`src/hw/rvcb_defs.svh`:
```
// Field positions, select codes and reset values of the radar control register bank.
`ifndef RVCB_DEFS_SVH
`define RVCB_DEFS_SVH

`define RVCB_SEL_R0          5'h00
`define RVCB_SEL_R5          5'h05
`define RVCB_SEL_FRAC_LOW    5'h06
`define RVCB_SEL_RESET_REF   5'h07
`define RVCB_SEL_CAL_CLOCK   5'h08
`define RVCB_SEL_SETUP_NINE  5'h09
`define RVCB_SEL_SETUP_TEN   5'h0a
`define RVCB_SEL_CNT_RESET   5'h0b

`define RVCB_MASTER_RESET_BIT 25
`define RVCB_CAL_DIV_HI       23
`define RVCB_CAL_DIV_LO       12
`define RVCB_HALF_DIV_BIT     11
`define RVCB_DOUBLER_BIT      10
`define RVCB_RDIV_HI          9
`define RVCB_RDIV_LO          5
`define RVCB_CALCLK_HI        14
`define RVCB_CALCLK_LO        5
`define RVCB_CNT_RESET_BIT    5
`define RVCB_INT_HI           28
`define RVCB_INT_LO           17
`define RVCB_FMSB_HI          16
`define RVCB_FMSB_LO          5
`define RVCB_FLSB_HI          17
`define RVCB_FLSB_LO          5

`define RVCB_WORD_RESET       32'h0000_0000
`define RVCB_BITCNT_RESET     6'h00

`endif

```
`src/hw/rvcb_pkg.sv`:
```
// Types shared by the radar control register bank.
`default_nettype none
package rvcb_pkg;
    typedef struct packed {
        logic [11:0] int_value;
        logic [24:0] frac_value;
    } rvcb_divide_s;

    typedef struct packed {
        logic        ref_doubler;
        logic        reference_half_divide;
        logic [4:0]  ref_divide;
        logic [11:0] cal_divider;
        logic [9:0]  cal_clock_divider;
    } rvcb_refpath_s;
endpackage
`default_nettype wire
```
`src/hw/rvcb_bank.sv`:
```
// Serial-loaded control register bank with master and counter reset.
`include "rvcb_defs.svh"
`default_nettype none

// How it works
// - Fraction is R5 bits 16..5 above fraction-low bits 17..5, 25 bits.
// - Select 00110 loads fraction-low, 00111 reset-reference, 01000 cal-clock.
// - Select 01001 loads register nine, 01010 ten, 01011 counter-reset.
// - Master reset bit 25 clears device and registers; zero resumes.
// - Reset-reference bits 23..12 hold calibration divider; host targets 10 us.
// - Bit 11 adds a divide-by-two toggle before the calibration block.
// - Bit 10 zero passes reference straight; one doubles it first.
// - Five-bit reference counter makes calibration reference; host uses 1..31.
// - Cal-clock bits 14..5 hold calibration clock divider; host targets 10 us.
// - Counter-reset bit 5 holds internal counters in reset until cleared.
// - Select 00000 loads register zero.
// - Double-buffered fields take effect only on the next register five write.
// - Register five bits 28..17 hold integer divide; host uses 75..4095.
module rvcb_bank
    import rvcb_pkg::*;
(
    input  wire logic         i_mclk,
    input  wire logic         i_rst_n,
    input  wire logic         i_sclk,
    input  wire logic         i_sdata,
    input  wire logic         i_load_enable,
    input  wire logic         i_reference_input,
    output logic [31:0]       o_power_cal_ctrl,
    output rvcb_divide_s      o_divide,
    output rvcb_refpath_s     o_refpath,
    output logic [31:0]       o_setup_nine,
    output logic [31:0]       o_setup_ten,
    output logic              o_counters_held,
    output logic              o_master_reset,
    output logic              o_cal_reference
);

    // ------------------------------------------------------------------
    // Pin synchronisers
    // ------------------------------------------------------------------
    logic [1:0] sclk_sync;
    logic [1:0] le_sync;
    logic [1:0] sdata_sync;
    logic [1:0] ref_sync;
    logic       sclk_last;
    logic       le_last;
    logic       ref_last;

    always_ff @(posedge i_mclk) begin
        sclk_sync  <= {sclk_sync[0], i_sclk};
        le_sync    <= {le_sync[0], i_load_enable};
        sdata_sync <= {sdata_sync[0], i_sdata};
        ref_sync   <= {ref_sync[0], i_reference_input};
        sclk_last  <= sclk_sync[1];
        le_last    <= le_sync[1];
        ref_last   <= ref_sync[1];
    end

    logic sclk_rise;
    logic le_rise;
    logic ref_edge;
    logic ref_rise;
    assign sclk_rise = sclk_sync[1] & ~sclk_last;
    assign le_rise   = le_sync[1] & ~le_last;
    assign ref_rise  = ref_sync[1] & ~ref_last;
    assign ref_edge  = ref_sync[1] ^ ref_last;

    // ------------------------------------------------------------------
    // Shift register and word latch
    // ------------------------------------------------------------------
    logic [31:0] shift_word;
    logic        master_reset;
    logic        sync_reset;

    assign sync_reset = ~i_rst_n | master_reset;

    always_ff @(posedge i_mclk) begin
        if (!i_rst_n) begin
            shift_word <= `RVCB_WORD_RESET;
        end else if (sclk_rise) begin
            shift_word <= {shift_word[30:0], sdata_sync[1]};
        end
    end

    logic [4:0] sel;
    assign sel = shift_word[4:0];

    function automatic logic hit(input logic [4:0] code);
        hit = le_rise && (sel == code);
    endfunction

    logic [31:0] fraction_low_reg;
    logic [31:0] reset_reference_reg;
    logic [31:0] cal_clock_divider_reg;
    logic [31:0] reserved_setup_nine_reg;
    logic [31:0] reserved_setup_ten_reg;
    logic [31:0] counter_reset_reg;
    logic [31:0] power_cal_reg;
    logic [31:0] int_frac_reg;

    // The master reset word itself must still land, so bit 25 can later be cleared.
    always_ff @(posedge i_mclk) begin
        if (!i_rst_n) begin
            reset_reference_reg <= `RVCB_WORD_RESET;
        end else if (hit(`RVCB_SEL_RESET_REF)) begin
            reset_reference_reg <= shift_word;
        end else if (master_reset) begin
            reset_reference_reg[31:0] <= {6'h00, 1'b1, 25'h000_0000};
        end
    end
    assign master_reset = reset_reference_reg[`RVCB_MASTER_RESET_BIT];

    always_ff @(posedge i_mclk) begin
        if (sync_reset) begin
            fraction_low_reg        <= `RVCB_WORD_RESET;
            cal_clock_divider_reg   <= `RVCB_WORD_RESET;
            reserved_setup_nine_reg <= `RVCB_WORD_RESET;
            reserved_setup_ten_reg  <= `RVCB_WORD_RESET;
            counter_reset_reg       <= `RVCB_WORD_RESET;
            power_cal_reg           <= `RVCB_WORD_RESET;
            int_frac_reg            <= `RVCB_WORD_RESET;
        end else begin
            if (hit(`RVCB_SEL_FRAC_LOW))   fraction_low_reg        <= shift_word;
            if (hit(`RVCB_SEL_CAL_CLOCK))  cal_clock_divider_reg   <= shift_word;
            if (hit(`RVCB_SEL_SETUP_NINE)) reserved_setup_nine_reg <= shift_word;
            if (hit(`RVCB_SEL_SETUP_TEN))  reserved_setup_ten_reg  <= shift_word;
            if (hit(`RVCB_SEL_CNT_RESET))  counter_reset_reg       <= shift_word;
            if (hit(`RVCB_SEL_R0))         power_cal_reg           <= shift_word;
            if (hit(`RVCB_SEL_R5))         int_frac_reg            <= shift_word;
        end
    end

    // ------------------------------------------------------------------
    // Outputs; the divide value is double buffered by the register five write
    // ------------------------------------------------------------------
    always_ff @(posedge i_mclk) begin
        if (sync_reset) begin
            o_divide <= '0;
        end else if (hit(`RVCB_SEL_R5)) begin
            o_divide.int_value  <= shift_word[`RVCB_INT_HI:`RVCB_INT_LO];
            o_divide.frac_value <= {shift_word[`RVCB_FMSB_HI:`RVCB_FMSB_LO],
                                    fraction_low_reg[`RVCB_FLSB_HI:`RVCB_FLSB_LO]};
        end
    end

    always_ff @(posedge i_mclk) begin
        if (!i_rst_n) begin
            o_refpath        <= '0;
            o_power_cal_ctrl <= `RVCB_WORD_RESET;
            o_setup_nine     <= `RVCB_WORD_RESET;
            o_setup_ten      <= `RVCB_WORD_RESET;
            o_counters_held  <= 1'b0;
            o_master_reset   <= 1'b0;
        end else begin
            o_refpath.ref_doubler           <= reset_reference_reg[`RVCB_DOUBLER_BIT];
            o_refpath.reference_half_divide <= reset_reference_reg[`RVCB_HALF_DIV_BIT];
            o_refpath.ref_divide  <= reset_reference_reg[`RVCB_RDIV_HI:`RVCB_RDIV_LO];
            o_refpath.cal_divider <= reset_reference_reg[`RVCB_CAL_DIV_HI:`RVCB_CAL_DIV_LO];
            o_refpath.cal_clock_divider <=
                cal_clock_divider_reg[`RVCB_CALCLK_HI:`RVCB_CALCLK_LO];
            o_power_cal_ctrl <= power_cal_reg;
            o_setup_nine     <= reserved_setup_nine_reg;
            o_setup_ten      <= reserved_setup_ten_reg;
            o_counters_held  <= counter_reset_reg[`RVCB_CNT_RESET_BIT];
            o_master_reset   <= master_reset;
        end
    end

    // ------------------------------------------------------------------
    // Reference path: optional doubler, 5-bit counter, optional toggle
    // ------------------------------------------------------------------
    // Doubling counts both reference edges; the reference must be well under mclk/4.
    logic       ref_tick;
    logic [4:0] ref_count;
    logic       ref_out;
    logic       half_toggle;
    logic       counters_held;

    assign counters_held = counter_reset_reg[`RVCB_CNT_RESET_BIT];
    assign ref_tick = reset_reference_reg[`RVCB_DOUBLER_BIT] ? ref_edge : ref_rise;

    always_ff @(posedge i_mclk) begin
        if (sync_reset || counters_held) begin
            ref_count <= 5'h00;
            ref_out   <= 1'b0;
        end else if (ref_tick) begin
            if (ref_count + 5'h01 >= reset_reference_reg[`RVCB_RDIV_HI:`RVCB_RDIV_LO]) begin
                ref_count <= 5'h00;
                ref_out   <= 1'b1;
            end else begin
                ref_count <= ref_count + 5'h01;
                ref_out   <= 1'b0;
            end
        end else begin
            ref_out <= 1'b0;
        end
    end

    always_ff @(posedge i_mclk) begin
        if (sync_reset || counters_held) begin
            half_toggle     <= 1'b0;
            o_cal_reference <= 1'b0;
        end else begin
            if (ref_out) half_toggle <= ~half_toggle;
            o_cal_reference <= reset_reference_reg[`RVCB_HALF_DIV_BIT]
                             ? (ref_out & half_toggle) : ref_out;
        end
    end

endmodule // rvcb_bank
`default_nettype wire

```
`config.mk`:
```
export PLATFORM = sky130hd
export DESIGN_NAME = rvcb_bank
export DESIGN_NICKNAME = d
export VERILOG_FILES = /design/src/hw/rvcb_pkg.sv /design/src/hw/rvcb_bank.sv
export VERILOG_INCLUDE_DIRS = /design/src /design/src/hw
export SDC_FILE = /design/constraint.sdc
export NUM_CORES = 1
export LEC_CHECK = 0
export BUFFER_PORTS_ARGS = -buffer_cell sky130_fd_sc_hd__buf_2
export CAP_MARGIN = 20
export CORE_ASPECT_RATIO = 1.5
export CORE_MARGIN = 2
export CORE_UTILIZATION = 46
export CTS_BUF_LIST = sky130_fd_sc_hd__clkbuf_4 sky130_fd_sc_hd__clkbuf_8
export DETAILED_ROUTE_END_ITERATION = 8
export PLACE_DENSITY_LB_ADDON = 0.12
export SLEW_MARGIN = 20
export SYNTH_ARGS = -nofsm -noshare
export SYNTH_HDL_FRONTEND = slang
export SYNTH_SLANG_ARGS = --single-unit
```
`constraint.sdc`:
```
create_clock -name i_mclk -period 2.3 [get_ports i_mclk]
set_input_delay 0.46 -clock i_mclk [delete_from_list [all_inputs] [get_ports i_mclk]]
set_output_delay 0.46 -clock i_mclk [all_outputs]
set_load 0.05 [all_outputs]
```
## After elaboration in Yosys (flattened, before gate mapping)

Index checks and enable logic that the tools add are counted.

- Add/sub/neg operators: 1
- $lt $le $gt $ge: 1
- Equality and inequality tests: 7
- Multiplexer cells: 6
- Bitwise logic cells: 12
- Reductions and logical operators: 12

Operator list:

| operator | count |
|---|---|
| two-way mux 26 bit | 2 |
| equality test 5 x 4 -> 1 bit (second input constant) | 4 |
| equality test 5 x 3 -> 1 bit (second input constant) | 3 |
| logical AND 1 bit | 8 |
| NOT 1 bit | 6 |
| adder 5 x 1 -> 5 bit (second input constant) | 1 |
| >= comparator 5 bit | 1 |
| zero test 5 bit | 1 |
| two-way mux 5 bit | 1 |
| AND 1 bit | 4 |
| two-way mux 1 bit | 3 |
| nonzero test 2 bit | 1 |
| OR reduction 2 bit | 1 |
| logical OR 1 bit | 1 |
| OR 1 bit | 1 |
| bitwise XOR 1 bit | 1 |

- Flip-flop bits (word level): 375
- Input bits: 6
- Output and inout port bits: 165
- Word-level logic and storage cells: 71

## Logic depth before layout (Yosys ltp)

Gate-level depths: netlist of the first run.

- Depth in word-level cells: 5
- Gate-level depth with buffers: 7
- Depth with buffers taken out: 7

## Worst setup path after synthesis of the first run

Ideal clock, no wire load.

- Path kind: register to register
- From: register ref_count[0]
- To: register ref_out
- Arrival: 1768 ps
- Data required time: 2185 ps
- Setup slack: 417 ps
- Stages on the path, launching flop included: 8
- Path buffers: 0
- Clock period less this slack: 1883 ps
- Path through: dfxtp_1 > ha_1 > xor2_1 > ha_1 > a211o_1 > a31oi_1 > o21ai_0 > and3_1

- Cells in the longest elaborated chain, start to end: 3

RTL lines:

| what | RTL line | source |
|---|---|---|
| from (decl) | rvcb_bank.sv:174 | `logic [4:0] ref_count;` |
| from (signal assigned) | rvcb_bank.sv:191 | `ref_count <= ref_count + 5'h01;` |
| adder 5 x 1 -> 5 bit | rvcb_bank.sv:187 | `` if (ref_count + 5'h01 >= reset_reference_reg[`RVCB_RDIV_HI:`RVCB_RDIV_LO]) begin `` |
| >= comparator 5 bit | rvcb_bank.sv:187 |  |
| two-way mux 1 bit | rvcb_bank.sv:187 |  |
| to (signal assigned) | rvcb_bank.sv:185 | `ref_out <= 1'b0;` |
| to (signal assigned) | rvcb_bank.sv:189 | `ref_out <= 1'b1;` |
| to (signal assigned) | rvcb_bank.sv:192 | `ref_out <= 1'b0;` |
| to (decl) | rvcb_bank.sv:175 | `logic ref_out;` |

Every way passes these cells.
A chain may end at the register's enable or synchronous reset.

## Worst setup path after layout of the first run

Ends and elaborated chain as after synthesis.

==> impl_metrics.prom, run 1 <==
# TYPE chip_impl_metric gauge
chip_impl_metric{name="numCtsBuffers",unit=""} 51
chip_impl_metric{name="nNetsFinal",unit=""} 1355
chip_impl_metric{name="drive_gt1_frac",unit=""} 0.205
chip_impl_metric{name="final_hold_viol_count",unit=""} 0
chip_impl_metric{name="worst_slew_margin_rel",unit=""} 0.551
chip_impl_metric{name="die_width",unit="um"} 132
chip_impl_info{name="synth_top_flop_cell",value="sky130_fd_sc_hd__dfxtp_1"} 1
chip_impl_info{name="critical-path-slowest-cell",value="sky130_fd_sc_hd__dfxtp_1"} 1
chip_impl_metric{name="global_route_wire_length_before_repair",unit="mm"} 41.4
chip_impl_metric{name="clkPwrFrac",unit=""} 0.436
chip_impl_metric{name="pwr-share-seq",unit=""} 0.547
chip_impl_metric{name="period_needed",unit="ns"} 2.06
chip_impl_metric{name="finished_core_util",unit=""} 0.555
chip_impl_info{name="worst_r2r_endpoint",value="ref_out"} 1
chip_impl_metric{name="tritoncts_num_sinks",unit=""} 355
chip_impl_info{name="r2r-start",value="ref_count[0]"} 1
chip_impl_metric{name="synth_async_sr_flop_share",unit=""} 0
chip_impl_metric{name="worst_skew_pair.late_latency",unit="ns"} 0.57
chip_impl_metric{name="number_of_nets_still_failing_antenna_checks_after_routing",unit=""} 0
chip_impl_metric{name="synth-seq-cells",unit=""} 355
chip_impl_metric{name="hold_path_depth",unit=""} 0
chip_impl_metric{name="first_global_vias",unit=""} 7724
chip_impl_metric{name="rrSetupSlack",unit="ns"} 0.24
chip_impl_metric{name="yosysWarnings",unit=""} 0
chip_impl_info{name="crit_top_cell",value="sky130_fd_sc_hd__ha_1"} 1
chip_impl_metric{name="layout_setup_ws",unit="ns"} 0.243
chip_impl_metric{name="dp_slack",unit="ns"} 0.208
chip_impl_metric{name="die_height",unit="um"} 197
chip_impl_metric{name="io-pin-count",unit=""} 171
chip_impl_metric{name="synth_area",unit="um2"} 11400
chip_impl_metric{name="gp_congestion",unit=""} 0.773
chip_impl_metric{name="max_freq",unit="GHz"} 0.486
chip_impl_metric{name="port_buffers",unit=""} 170
chip_impl_info{name="synth_top_cells_by_area",value="sky130_fd_sc_hd__dfxtp_1 62%, sky130_fd_sc_hd__nand2_1 10%, sky130_fd_sc_hd__and2_1 7.1%, sky130_fd_sc_hd__a21oi_1 5.2%, sky130_fd_sc_hd__mux2i_1 2.3%"} 1
chip_impl_info{name="worst_hold_startpoint",value="ref_sync[0]"} 1
chip_impl_metric{name="post_cts_buffers",unit=""} 0
chip_impl_metric{name="worst-slew-pin-transition",unit="ns"} 0.672
chip_impl_metric{name="count_of_h_tree_levels_built_during_cts",unit=""} 2
chip_impl_metric{name="vias_per_cell",unit=""} 4.74
chip_impl_metric{name="design.die.area",unit="um2"} 26100
chip_impl_metric{name="comb_power_share",unit=""} 0.017
chip_impl_metric{name="synth_cell_types",unit=""} 35
chip_impl_info{name="synth_largest_area_cell",value="sky130_fd_sc_hd__dfxtp_1"} 1
chip_impl_metric{name="floorplan.initialDensity",unit=""} 0.468
chip_impl_metric{name="gr-usage-all-layers",unit=""} 0.201
chip_impl_info{name="tritoncts",value="yes"} 1
chip_impl_metric{name="syn_avg_cell_area",unit="um2"} 9.62
chip_impl_metric{name="report.final.setup_viol",unit=""} 0
chip_impl_info{name="worstHoldPathType",value="reg -> reg"} 1
chip_impl_metric{name="cell_pwr_density",unit="nW/um2"} 834
chip_impl_info{name="commonest_non_fill_non_tap_cells_in_the_layout",value="355 x sky130_fd_sc_hd__dfxtp_1, 305 x sky130_fd_sc_hd__nand2_1, 169 x sky130_fd_sc_hd__buf_2"} 1
chip_impl_metric{name="cellLeakagePower",unit="nW"} 5.77
chip_impl_metric{name="fp_rows",unit=""} 70
chip_impl_metric{name="critical_path.max_stage_delay",unit="ns"} 0.39
chip_impl_info{name="mostFrequentLayoutCell",value="sky130_fd_sc_hd__dfxtp_1"} 1
chip_impl_metric{name="fin_setup_tns",unit="ns"} 0
chip_impl_metric{name="grt-ovfl-total",unit=""} 0
chip_impl_metric{name="critical_path_peak_fanout",unit=""} 4
chip_impl_metric{name="synth_top_area_frac",unit=""} 0.624
chip_impl_metric{name="r2r_cells",unit=""} 7
chip_impl_metric{name="cellInternalPower",unit="mW"} 8.95
chip_impl_metric{name="synth.yosys.seq_area_share",unit=""} 0.624
chip_impl_metric{name="p_sw_frac",unit=""} 0.207
chip_impl_metric{name="fill_cells",unit=""} 2307
chip_impl_metric{name="power.net_switching",unit="mW"} 2.33
chip_impl_metric{name="timing.final.crit_share",unit=""} 0.895
chip_impl_metric{name="ir_worst_vdd",unit="V"} 0.000447
chip_impl_metric{name="grt_max_degree",unit=""} 136
chip_impl_metric{name="number_of_enable_flip_flop_cells_after_synthesis",unit=""} 0
chip_impl_metric{name="maxCapViolCount",unit=""} 0
chip_impl_info{name="run_status",value="completed"} 1
chip_impl_metric{name="totalWireLength",unit="mm"} 26.1
chip_impl_metric{name="clock_path_buffers",unit=""} 3
chip_impl_metric{name="netlist_instances",unit=""} 1184
chip_impl_info{name="path_class",value="reg -> reg"} 1
chip_impl_metric{name="largest_register_ff_count",unit=""} 37
chip_impl_info{name="worst_setup_path_end_kind",value="flop"} 1
chip_impl_info{name="timing.critical_path.from",value="ref_count[0]"} 1
chip_impl_metric{name="num_vias",unit=""} 8055
chip_impl_metric{name="drt_iter0_drc",unit=""} 418
chip_impl_metric{name="worst_ep_required_time",unit="ns"} 2.75
chip_impl_metric{name="drc",unit=""} 0
chip_impl_metric{name="diodes",unit=""} 0
chip_impl_info{name="rsz0062_at_grt",value="no"} 1
chip_impl_metric{name="drv_slew",unit=""} 0
chip_impl_metric{name="clock_transition_time_at_the_flip_flop_clock_pins_of_the_worst_setup_and_hold_paths",unit="ns"} 0.06
chip_impl_metric{name="grt_antenna_before_repair",unit=""} 0
chip_impl_metric{name="drt_first_pass_iters",unit=""} 4
chip_impl_metric{name="layout-area-overhead-vs-synth",unit="%"} 18.7
chip_impl_info{name="min_to",value="ref_sync[1]"} 1
chip_impl_info{name="cts-root-buf",value="sky130_fd_sc_hd__clkbuf_8"} 1
chip_impl_metric{name="final.setup_skew",unit="ns"} 0.0165
chip_impl_info{name="worstSetupStartpointType",value="flop"} 1
chip_impl_metric{name="synth_fp_nets",unit=""} 1197
chip_impl_metric{name="worstPathArrival",unit="ns"} 2.51
chip_impl_info{name="critical_path.cell_chain",value="ha_1 -> xor2_1 -> ha_1 -> a211o_1 -> a31oi_2 -> o21ai_0 -> and3_1"} 1
chip_impl_metric{name="fp.coreArea",unit="um2"} 24300
chip_impl_metric{name="dp.final_hpwl",unit="mm"} 16.0
chip_impl_metric{name="final_routed_wire_length_divided_by_cell_count",unit="um"} 15.3
chip_impl_info{name="largest_register",value="o_divide"} 1
## routing by layer
metal  global-route usage  up-vias  share of wire
met5                    0        -              0
met3               0.0427       39          0.052
met2                0.351      198           0.50
met1                0.244     3712           0.43
li1                     -     4106              -
met4               0.0713        0          0.021
## worst max path at each step
stage	to	slack, ns	depth (start not counted)
floorplan	ref_out	0.42	7
global placement	ref_out	0.28	7
detailed placement	ref_out	0.21	7
CTS	ref_out	0.19	7
global route	ref_out	0.08	7
finish	ref_out	0.24	7
## area by class of cell
class / count / area, um2 / share of cell area
Clock buffer: 83 / 1000 / 0.0743
Clock inverter: 2 / 16.3 / 0.00120
Inverter: 7 / 26.3 / 0.00194
Multi-Input combinational cell: 734 / 3890 / 0.288
Sequential cell: 355 / 7110 / 0.526
Tap cell: 324 / 405 / 0.0300
Timing Repair Buffer: 193 / 1070 / 0.0794
## kinds of logic (layout without fill, tap and decap cells)
family	count (synthesis)	in the layout	synth area share
buf+inv	95	285	0.0360
fa+ha+maj	7	7	0.00769
simple gates	516	516	0.211
compound gates	181	181	0.0952
flops	355	355	0.624
mux	26	26	0.0229
xor+xnor	4	4	0.00308
## synth_stat cells (5+ instances only)
cell,instances
sky130_fd_sc_hd__and3_1,15
sky130_fd_sc_hd__ha_1,7
sky130_fd_sc_hd__inv_1,7
sky130_fd_sc_hd__mux2i_1,26
sky130_fd_sc_hd__clkbuf_1,64
sky130_fd_sc_hd__a21oi_1,119
sky130_fd_sc_hd__dfxtp_1,355
sky130_fd_sc_hd__nand2_1,305
sky130_fd_sc_hd__a21boi_0,33
sky130_fd_sc_hd__a22o_1,19
sky130_fd_sc_hd__and2_1,129
sky130_fd_sc_hd__nand3_1,7
sky130_fd_sc_hd__nor2_1,37
sky130_fd_sc_hd__nand2b_1,5
sky130_fd_sc_hd__buf_2,19
sky130_fd_sc_hd__nor2b_1,7
## timing repair
item,CTS,global route
hold buffers,4,0
setup endpoints to repair,0,1
resized for setup,0,1
endpoints found under the hold margin,4,0
## critical path, delay by kind of cell (launching register included)
kind,cells,cell delay [ns]
compound gates,3,0.66
xor+xnor,1,0.18
fa+ha+maj,2,0.51
flops,1,0.39
simple gates,1,0.22
## power groups by stage
stage                     Sequential [mW]  Combinational, mW  Clock (mW)
after floorplan                      6.30              0.127           0
after global routing                 6.17              0.209        5.37
final                                6.17              0.190        4.92
after CTS                            6.17              0.192        5.08
after global placement               6.31              0.186           0
after detailed placement             6.31              0.187           0
## through the flow
stage	area (um2)	instances	total power, mW	hold WS (ns)
finish	13500	1698	11.3	0.326
global route	13500	1698	11.7	0.304
CTS	13500	1698	11.4	0.286
detailed placement	12500	1609	6.49	0.312
global placement	12500	1609	6.49	0.313
floorplan	11400	1184	6.43	0.310
(Power assumes the default switching activity.)
==> run 2, diff against run 1 <==
--- a/config.mk
+++ b/config.mk
@@ -8,7 +8,6 @@
 export LEC_CHECK = 0
 export BUFFER_PORTS_ARGS = -buffer_cell sky130_fd_sc_hd__buf_2
 export CAP_MARGIN = 20
-export CORE_ASPECT_RATIO = 1.5
 export CORE_MARGIN = 2
 export CORE_UTILIZATION = 46
 export CTS_BUF_LIST = sky130_fd_sc_hd__clkbuf_4 sky130_fd_sc_hd__clkbuf_8
==> impl_metrics.prom, run 2 (same netlist as run 1, synthesis figures left out) <==
# TYPE chip_impl_metric gauge
chip_impl_metric{name="tritoncts_num_sinks",unit=""} 355
chip_impl_metric{name="clock_transition_time_at_the_flip_flop_clock_pins_of_the_worst_setup_and_hold_paths",unit="ns"} 0.06
chip_impl_info{name="run_status",value="completed"} 1
chip_impl_metric{name="worst-slew-pin-transition",unit="ns"} 0.866
chip_impl_info{name="path_class",value="reg -> reg"} 1
chip_impl_info{name="cts-root-buf",value="sky130_fd_sc_hd__clkbuf_8"} 1
chip_impl_metric{name="report.final.setup_viol",unit=""} 0
chip_impl_metric{name="number_of_nets_still_failing_antenna_checks_after_routing",unit=""} 0
chip_impl_info{name="largest_register",value="o_divide"} 1
chip_impl_metric{name="count_of_h_tree_levels_built_during_cts",unit=""} 2
chip_impl_info{name="worst_setup_path_end_kind",value="flop"} 1
chip_impl_metric{name="final_hold_viol_count",unit=""} 0
chip_impl_metric{name="diodes",unit=""} 0
chip_impl_info{name="worstSetupStartpointType",value="flop"} 1
chip_impl_metric{name="worst_ep_required_time",unit="ns"} 2.76
chip_impl_metric{name="fp.coreArea",unit="um2"} 24300
chip_impl_metric{name="numCtsBuffers",unit=""} 56
chip_impl_metric{name="design.die.area",unit="um2"} 26000
chip_impl_info{name="rsz0062_at_grt",value="no"} 1
chip_impl_metric{name="die_width",unit="um"} 161
chip_impl_metric{name="cell_pwr_density",unit="nW/um2"} 856
chip_impl_metric{name="period_needed",unit="ns"} 2.03
chip_impl_metric{name="worstPathArrival",unit="ns"} 2.49
chip_impl_metric{name="resized_cells_post_cts",unit=""} 0
chip_impl_metric{name="global_route_wire_length_before_repair",unit="mm"} 40.8
chip_impl_metric{name="grt-ovfl-total",unit=""} 0
chip_impl_metric{name="port_buffers",unit=""} 170
chip_impl_info{name="worstHoldPathType",value="in -> reg"} 1
chip_impl_metric{name="final_routed_wire_length_divided_by_cell_count",unit="um"} 15.7
chip_impl_metric{name="final.setup_skew",unit="ns"} 0.0250
chip_impl_metric{name="io-pin-count",unit=""} 171
chip_impl_metric{name="drv_slew",unit=""} 0
chip_impl_metric{name="floorplan.initialDensity",unit=""} 0.468
chip_impl_metric{name="maxCapViolCount",unit=""} 0
chip_impl_metric{name="first_global_vias",unit=""} 7532
chip_impl_metric{name="clock_path_buffers",unit=""} 3
chip_impl_metric{name="vias_per_cell",unit=""} 4.76
chip_impl_metric{name="num_vias",unit=""} 8124
chip_impl_metric{name="fin_setup_tns",unit="ns"} 0
chip_impl_metric{name="totalWireLength",unit="mm"} 26.8
chip_impl_metric{name="worst_slew_margin_rel",unit=""} 0.421
chip_impl_metric{name="drt_iter0_drc",unit=""} 489
chip_impl_metric{name="cellLeakagePower",unit="nW"} 5.84
chip_impl_info{name="commonest_non_fill_non_tap_cells_in_the_layout",value="355 x sky130_fd_sc_hd__dfxtp_1, 305 x sky130_fd_sc_hd__nand2_1, 169 x sky130_fd_sc_hd__buf_2"} 1
chip_impl_metric{name="layout-area-overhead-vs-synth",unit="%"} 19.6
chip_impl_metric{name="drive_gt1_frac",unit=""} 0.210
chip_impl_metric{name="gp_congestion",unit=""} 0.774
chip_impl_metric{name="drc",unit=""} 0
chip_impl_metric{name="gr-usage-all-layers",unit=""} 0.198
chip_impl_metric{name="max_freq",unit="GHz"} 0.492
chip_impl_metric{name="drt_first_pass_iters",unit=""} 5
chip_impl_metric{name="largest_register_ff_count",unit=""} 37
chip_impl_info{name="mostFrequentLayoutCell",value="sky130_fd_sc_hd__dfxtp_1"} 1
chip_impl_metric{name="die_height",unit="um"} 161
chip_impl_metric{name="post_cts_buffers",unit=""} 0
chip_impl_metric{name="post_layout_nonfiller_instances",unit=""} 1708
chip_impl_metric{name="nNetsFinal",unit=""} 1360
chip_impl_info{name="tritoncts",value="yes"} 1
chip_impl_metric{name="grt_max_degree",unit=""} 106
chip_impl_metric{name="rrSetupSlack",unit="ns"} 0.27
chip_impl_metric{name="worst_skew_pair.late_latency",unit="ns"} 0.58
chip_impl_metric{name="fill_cells",unit=""} 2254
chip_impl_metric{name="dp_cells",unit=""} 1609
chip_impl_metric{name="fp_rows",unit=""} 57
chip_impl_metric{name="timing.final.crit_share",unit=""} 0.885
chip_impl_metric{name="ir_worst_vdd",unit="V"} 0.000457
chip_impl_metric{name="critical_path_peak_fanout",unit=""} 4
chip_impl_metric{name="grt_antenna_before_repair",unit=""} 0
chip_impl_metric{name="dp.final_hpwl",unit="mm"} 16.2
## run 2: cell types whose count changed in the layout (fill, tap and decap cells not counted)
cell,change
sky130_fd_sc_hd__buf_12,-1
sky130_fd_sc_hd__nor2_2,-1
sky130_fd_sc_hd__clkinv_2,+2
sky130_fd_sc_hd__inv_8,+1
sky130_fd_sc_hd__a31oi_1,+1
sky130_fd_sc_hd__inv_6,-1
sky130_fd_sc_hd__clkinvlp_4,-1
sky130_fd_sc_hd__nor2_1,+1
sky130_fd_sc_hd__buf_4,+1
sky130_fd_sc_hd__clkbuf_4,+1
sky130_fd_sc_hd__a31oi_2,-1
sky130_fd_sc_hd__clkbuf_8,+8
## run 2: what timing repair did
item	CTS	global route
hold endpoints to repair	4	0
setup endpoints to repair	0	0
hold buffers	4	0
## run 2: worst paths after layout
kind | cells after the start | end | from
max reg2reg | 7 | ref_out | ref_count[0]
min reg2reg | 0 | ref_sync[1] | ref_sync[0]
min | 2 | reset_reference_reg[25] | i_rst_n
max | 7 | ref_out | ref_count[0]
## run 2: final cells by class
cell class,instances,area [um2],area share
Inverter,7,26.3,0.00193
Clock buffer,92,1120,0.0824
Multi-Input combinational cell,734,3880,0.285
Sequential cell,355,7110,0.522
Tap cell,324,405,0.0298
Timing Repair Buffer,193,1060,0.0779
Clock inverter,3,21.3,0.00156
## run 2: layer usage
layer  up-vias  part of all wire  global-route usage
li1       4128                 -                   -
met4         0             0.014              0.0507
met5         -                 0                   0
met1      3753              0.47               0.268
met3        36             0.052              0.0444
met2       207              0.46               0.324
## run 2: metrics by stage
step	power [mW]	utilization	setup slack, ns	hold slack (ns)	cell area, um2
6_report	11.7	0.560	0.265	0.251	13600
3_3_place_gp	6.49	0.511	0.292	0.311	12400
2_1_floorplan	6.43	-	0.417	0.310	11400
5_1_grt	12.1	0.560	0.109	0.229	13600
4_1_cts	11.8	0.560	0.249	0.218	13600
3_5_place_dp	6.49	0.511	0.264	0.314	12400
## run 2: power by group
group          switching (mW)  leakage (nW)  internal [mW]
clock                    2.25         0.616           3.05
combinational           0.143          2.36         0.0455
sequential            0.00827          2.86           6.17
total                    2.40          5.84           9.26
## run 2: critical path, cell delays in order (launching register included)
cell and delay (ns):
sky130_fd_sc_hd__dfxtp_1 0.38, sky130_fd_sc_hd__ha_1 0.24, sky130_fd_sc_hd__xor2_1 0.16, sky130_fd_sc_hd__ha_1 0.26, sky130_fd_sc_hd__a211o_1 0.26, sky130_fd_sc_hd__a31oi_1 0.22, sky130_fd_sc_hd__o21ai_0 0.19, sky130_fd_sc_hd__and3_1 0.21
==> run 3, diff against run 2 <==
--- a/config.mk
+++ b/config.mk
@@ -8,8 +8,10 @@
 export LEC_CHECK = 0
 export BUFFER_PORTS_ARGS = -buffer_cell sky130_fd_sc_hd__buf_2
 export CAP_MARGIN = 20
+export CELL_PAD_IN_SITES_DETAIL_PLACEMENT = 1
+export CELL_PAD_IN_SITES_GLOBAL_PLACEMENT = 1
 export CORE_MARGIN = 2
-export CORE_UTILIZATION = 46
+export CORE_UTILIZATION = 45
 export CTS_BUF_LIST = sky130_fd_sc_hd__clkbuf_4 sky130_fd_sc_hd__clkbuf_8
 export DETAILED_ROUTE_END_ITERATION = 8
 export PLACE_DENSITY_LB_ADDON = 0.12
==> impl_metrics.prom, run 3 (same netlist as run 1, synthesis figures left out) <==
# TYPE chip_impl_metric gauge
chip_impl_metric{name="r2r_cells",unit=""} 7
chip_impl_info{name="worst_setup_path_end_kind",value="flop"} 1
chip_impl_info{name="path_class",value="reg -> reg"} 1
chip_impl_metric{name="cellInternalPower",unit="mW"} 9.18
chip_impl_metric{name="met2_length",unit="mm"} 13.2
chip_impl_metric{name="multi_input_gate_area",unit="um2"} 3880
chip_impl_metric{name="die_width",unit="um"} 163
chip_impl_info{name="largest_register",value="o_divide"} 1
chip_impl_metric{name="num_vias",unit=""} 8381
chip_impl_metric{name="cellLeakagePower",unit="nW"} 5.82
chip_impl_metric{name="worstPathArrival",unit="ns"} 2.55
chip_impl_info{name="mostFrequentLayoutCell",value="sky130_fd_sc_hd__dfxtp_1"} 1
chip_impl_metric{name="clkPwrFrac",unit=""} 0.453
chip_impl_metric{name="final_routed_wire_length_divided_by_cell_count",unit="um"} 16.7
chip_impl_metric{name="critical_path_peak_fanout",unit=""} 4
chip_impl_metric{name="fin_setup_tns",unit="ns"} 0
chip_impl_metric{name="diodes",unit=""} 0
chip_impl_metric{name="period_needed",unit="ns"} 2.06
chip_impl_metric{name="numCtsBuffers",unit=""} 55
chip_impl_metric{name="design.die.area",unit="um2"} 26600
chip_impl_metric{name="number_of_nets_still_failing_antenna_checks_after_routing",unit=""} 0
chip_impl_metric{name="gp_congestion",unit=""} 0.770
chip_impl_metric{name="largest_register_ff_count",unit=""} 37
chip_impl_metric{name="post_layout_nonfiller_instances",unit=""} 1712
chip_impl_metric{name="dp.final_hpwl",unit="mm"} 17.6
chip_impl_metric{name="pwr-share-seq",unit=""} 0.530
chip_impl_metric{name="die_height",unit="um"} 163
chip_impl_metric{name="resized_cells_post_cts",unit=""} 0
chip_impl_metric{name="floorplan.initialDensity",unit=""} 0.455
chip_impl_metric{name="holdBufCountCts",unit=""} 4
chip_impl_metric{name="fill_cells",unit=""} 2875
chip_impl_metric{name="fp.coreArea",unit="um2"} 25000
chip_impl_metric{name="grt-ovfl-total",unit=""} 0
chip_impl_metric{name="io-pin-count",unit=""} 171
chip_impl_metric{name="count_of_h_tree_levels_built_during_cts",unit=""} 2
chip_impl_info{name="r2r-start",value="ref_count[0]"} 1
chip_impl_metric{name="rrSetupSlack",unit="ns"} 0.24
chip_impl_info{name="timing.critical_path.from",value="ref_count[0]"} 1
chip_impl_metric{name="gr-usage-all-layers",unit=""} 0.216
chip_impl_info{name="worstSetupStartpointType",value="flop"} 1
chip_impl_metric{name="ir_worst_vdd",unit="V"} 0.000467
chip_impl_metric{name="drc",unit=""} 0
chip_impl_metric{name="fp_rows",unit=""} 58
chip_impl_metric{name="final_hold_viol_count",unit=""} 0
chip_impl_metric{name="seq_area",unit="um2"} 7110
chip_impl_info{name="rsz0062_at_grt",value="no"} 1
chip_impl_metric{name="drive_gt1_frac",unit=""} 0.208
chip_impl_metric{name="first_global_vias",unit=""} 8476
chip_impl_metric{name="layout-area-overhead-vs-synth",unit="%"} 19.6
chip_impl_metric{name="tightest_hold_margin",unit="ns"} 0.221
chip_impl_metric{name="grt_antenna_before_repair",unit=""} 0
chip_impl_metric{name="dr_wl_met3",unit="mm"} 1.48
chip_impl_metric{name="drt_iter0_drc",unit=""} 331
chip_impl_metric{name="tritoncts_num_sinks",unit=""} 355
chip_impl_metric{name="worst_ep_required_time",unit="ns"} 2.78
chip_impl_metric{name="dp_cells",unit=""} 1616
chip_impl_info{name="worst_r2r_endpoint",value="ref_out"} 1
chip_impl_metric{name="max_freq",unit="GHz"} 0.484
chip_impl_metric{name="maxCapViolCount",unit=""} 0
chip_impl_metric{name="drt_first_pass_iters",unit=""} 4
chip_impl_info{name="dr.max_layer_used",value="met4"} 1
chip_impl_metric{name="clock_transition_time_at_the_flip_flop_clock_pins_of_the_worst_setup_and_hold_paths",unit="ns"} 0.06
chip_impl_metric{name="clock_path_buffers",unit=""} 3
chip_impl_info{name="worst_hold_startpoint",value="i_rst_n"} 1
chip_impl_info{name="min_to",value="shift_word[17]"} 1
chip_impl_info{name="tritoncts",value="yes"} 1
chip_impl_metric{name="p_sw_frac",unit=""} 0.212
chip_impl_metric{name="totalWireLength",unit="mm"} 28.6
chip_impl_info{name="commonest_non_fill_non_tap_cells_in_the_layout",value="355 x sky130_fd_sc_hd__dfxtp_1, 305 x sky130_fd_sc_hd__nand2_1, 169 x sky130_fd_sc_hd__buf_2"} 1
chip_impl_metric{name="drv_slew",unit=""} 0
chip_impl_metric{name="grt_max_degree",unit=""} 134
chip_impl_metric{name="nNetsFinal",unit=""} 1360
chip_impl_info{name="cts-root-buf",value="sky130_fd_sc_hd__clkbuf_8"} 1
chip_impl_metric{name="cell_pwr_density",unit="nW/um2"} 856
chip_impl_metric{name="worst_skew_pair.late_latency",unit="ns"} 0.59
chip_impl_metric{name="worst-slew-pin-transition",unit="ns"} 1.06
chip_impl_metric{name="post_cts_buffers",unit=""} 0
chip_impl_metric{name="power.net_switching",unit="mW"} 2.47
chip_impl_metric{name="comb_power_share",unit=""} 0.017
chip_impl_metric{name="vias_per_cell",unit=""} 4.90
chip_impl_metric{name="final.setup_skew",unit="ns"} 0.00890
chip_impl_metric{name="timing.final.crit_share",unit=""} 0.898
chip_impl_metric{name="global_route_wire_length_before_repair",unit="mm"} 45.4
chip_impl_metric{name="port_buffers",unit=""} 170
chip_impl_metric{name="wirelength_met1",unit="mm"} 13.3
chip_impl_info{name="worstHoldPathType",value="in -> reg"} 1
chip_impl_metric{name="worst_slew_margin_rel",unit=""} 0.291
chip_impl_metric{name="report.final.setup_viol",unit=""} 0
chip_impl_metric{name="hold_path_depth",unit=""} 2
chip_impl_info{name="run_status",value="completed"} 1
-- run 3: stage by stage --
step | area (um2) | setup WS, ns | utilization | power [mW]
final | 13600 | 0.235 | 0.544 | 11.7
after global placement | 12500 | 0.292 | 0.498 | 6.50
after detailed placement | 12500 | 0.216 | 0.498 | 6.50
after global routing | 13600 | 0.0393 | 0.544 | 12.1
after floorplan | 11400 | 0.417 | - | 6.43
after CTS | 13600 | 0.212 | 0.544 | 11.8
-- run 3: worst max path at each step --
stage | cells after the start | slack [ns] | to
global route | 7 | 0.04 | ref_out
CTS | 7 | 0.21 | ref_out
floorplan | 7 | 0.42 | ref_out
finish | 7 | 0.24 | ref_out
global placement | 7 | 0.29 | ref_out
detailed placement | 7 | 0.22 | ref_out
-- run 3: layout make-up --
class                           instances  share of cell area
Clock buffer                           90              0.0804
Clock inverter                          2             0.00119
Inverter                                7             0.00193
Multi-Input combinational cell        734               0.285
Sequential cell                       355               0.522
Tap cell                              330              0.0303
Timing Repair Buffer                  194              0.0794
-- run 3: power groups by stage --
stage | registers [mW] | logic [mW] | clock network, mW
after floorplan | 6.30 | 0.127 | 0
after global placement | 6.31 | 0.196 | 0
after detailed placement | 6.31 | 0.195 | 0
after CTS | 6.17 | 0.202 | 5.43
after global routing | 6.17 | 0.218 | 5.73
final | 6.17 | 0.198 | 5.28
-- run 3: critical path: stages, from the launching register on --
cell	delay [ns]
sky130_fd_sc_hd__dfxtp_1	0.39
sky130_fd_sc_hd__ha_1	0.25
sky130_fd_sc_hd__xor2_1	0.17
sky130_fd_sc_hd__ha_1	0.26
sky130_fd_sc_hd__a211o_1	0.26
sky130_fd_sc_hd__a31oi_1	0.24
sky130_fd_sc_hd__o21ai_0	0.19
sky130_fd_sc_hd__and3_1	0.21
-- run 3: metal layers --
| metal | vias to the layer above | track usage |
|---|---|---|
| li1 | 4117 | - |
| met1 | 4035 | 0.290 |
| met2 | 171 | 0.352 |
| met3 | 58 | 0.0462 |
| met4 | 0 | 0.0660 |
| met5 | - | 0 |
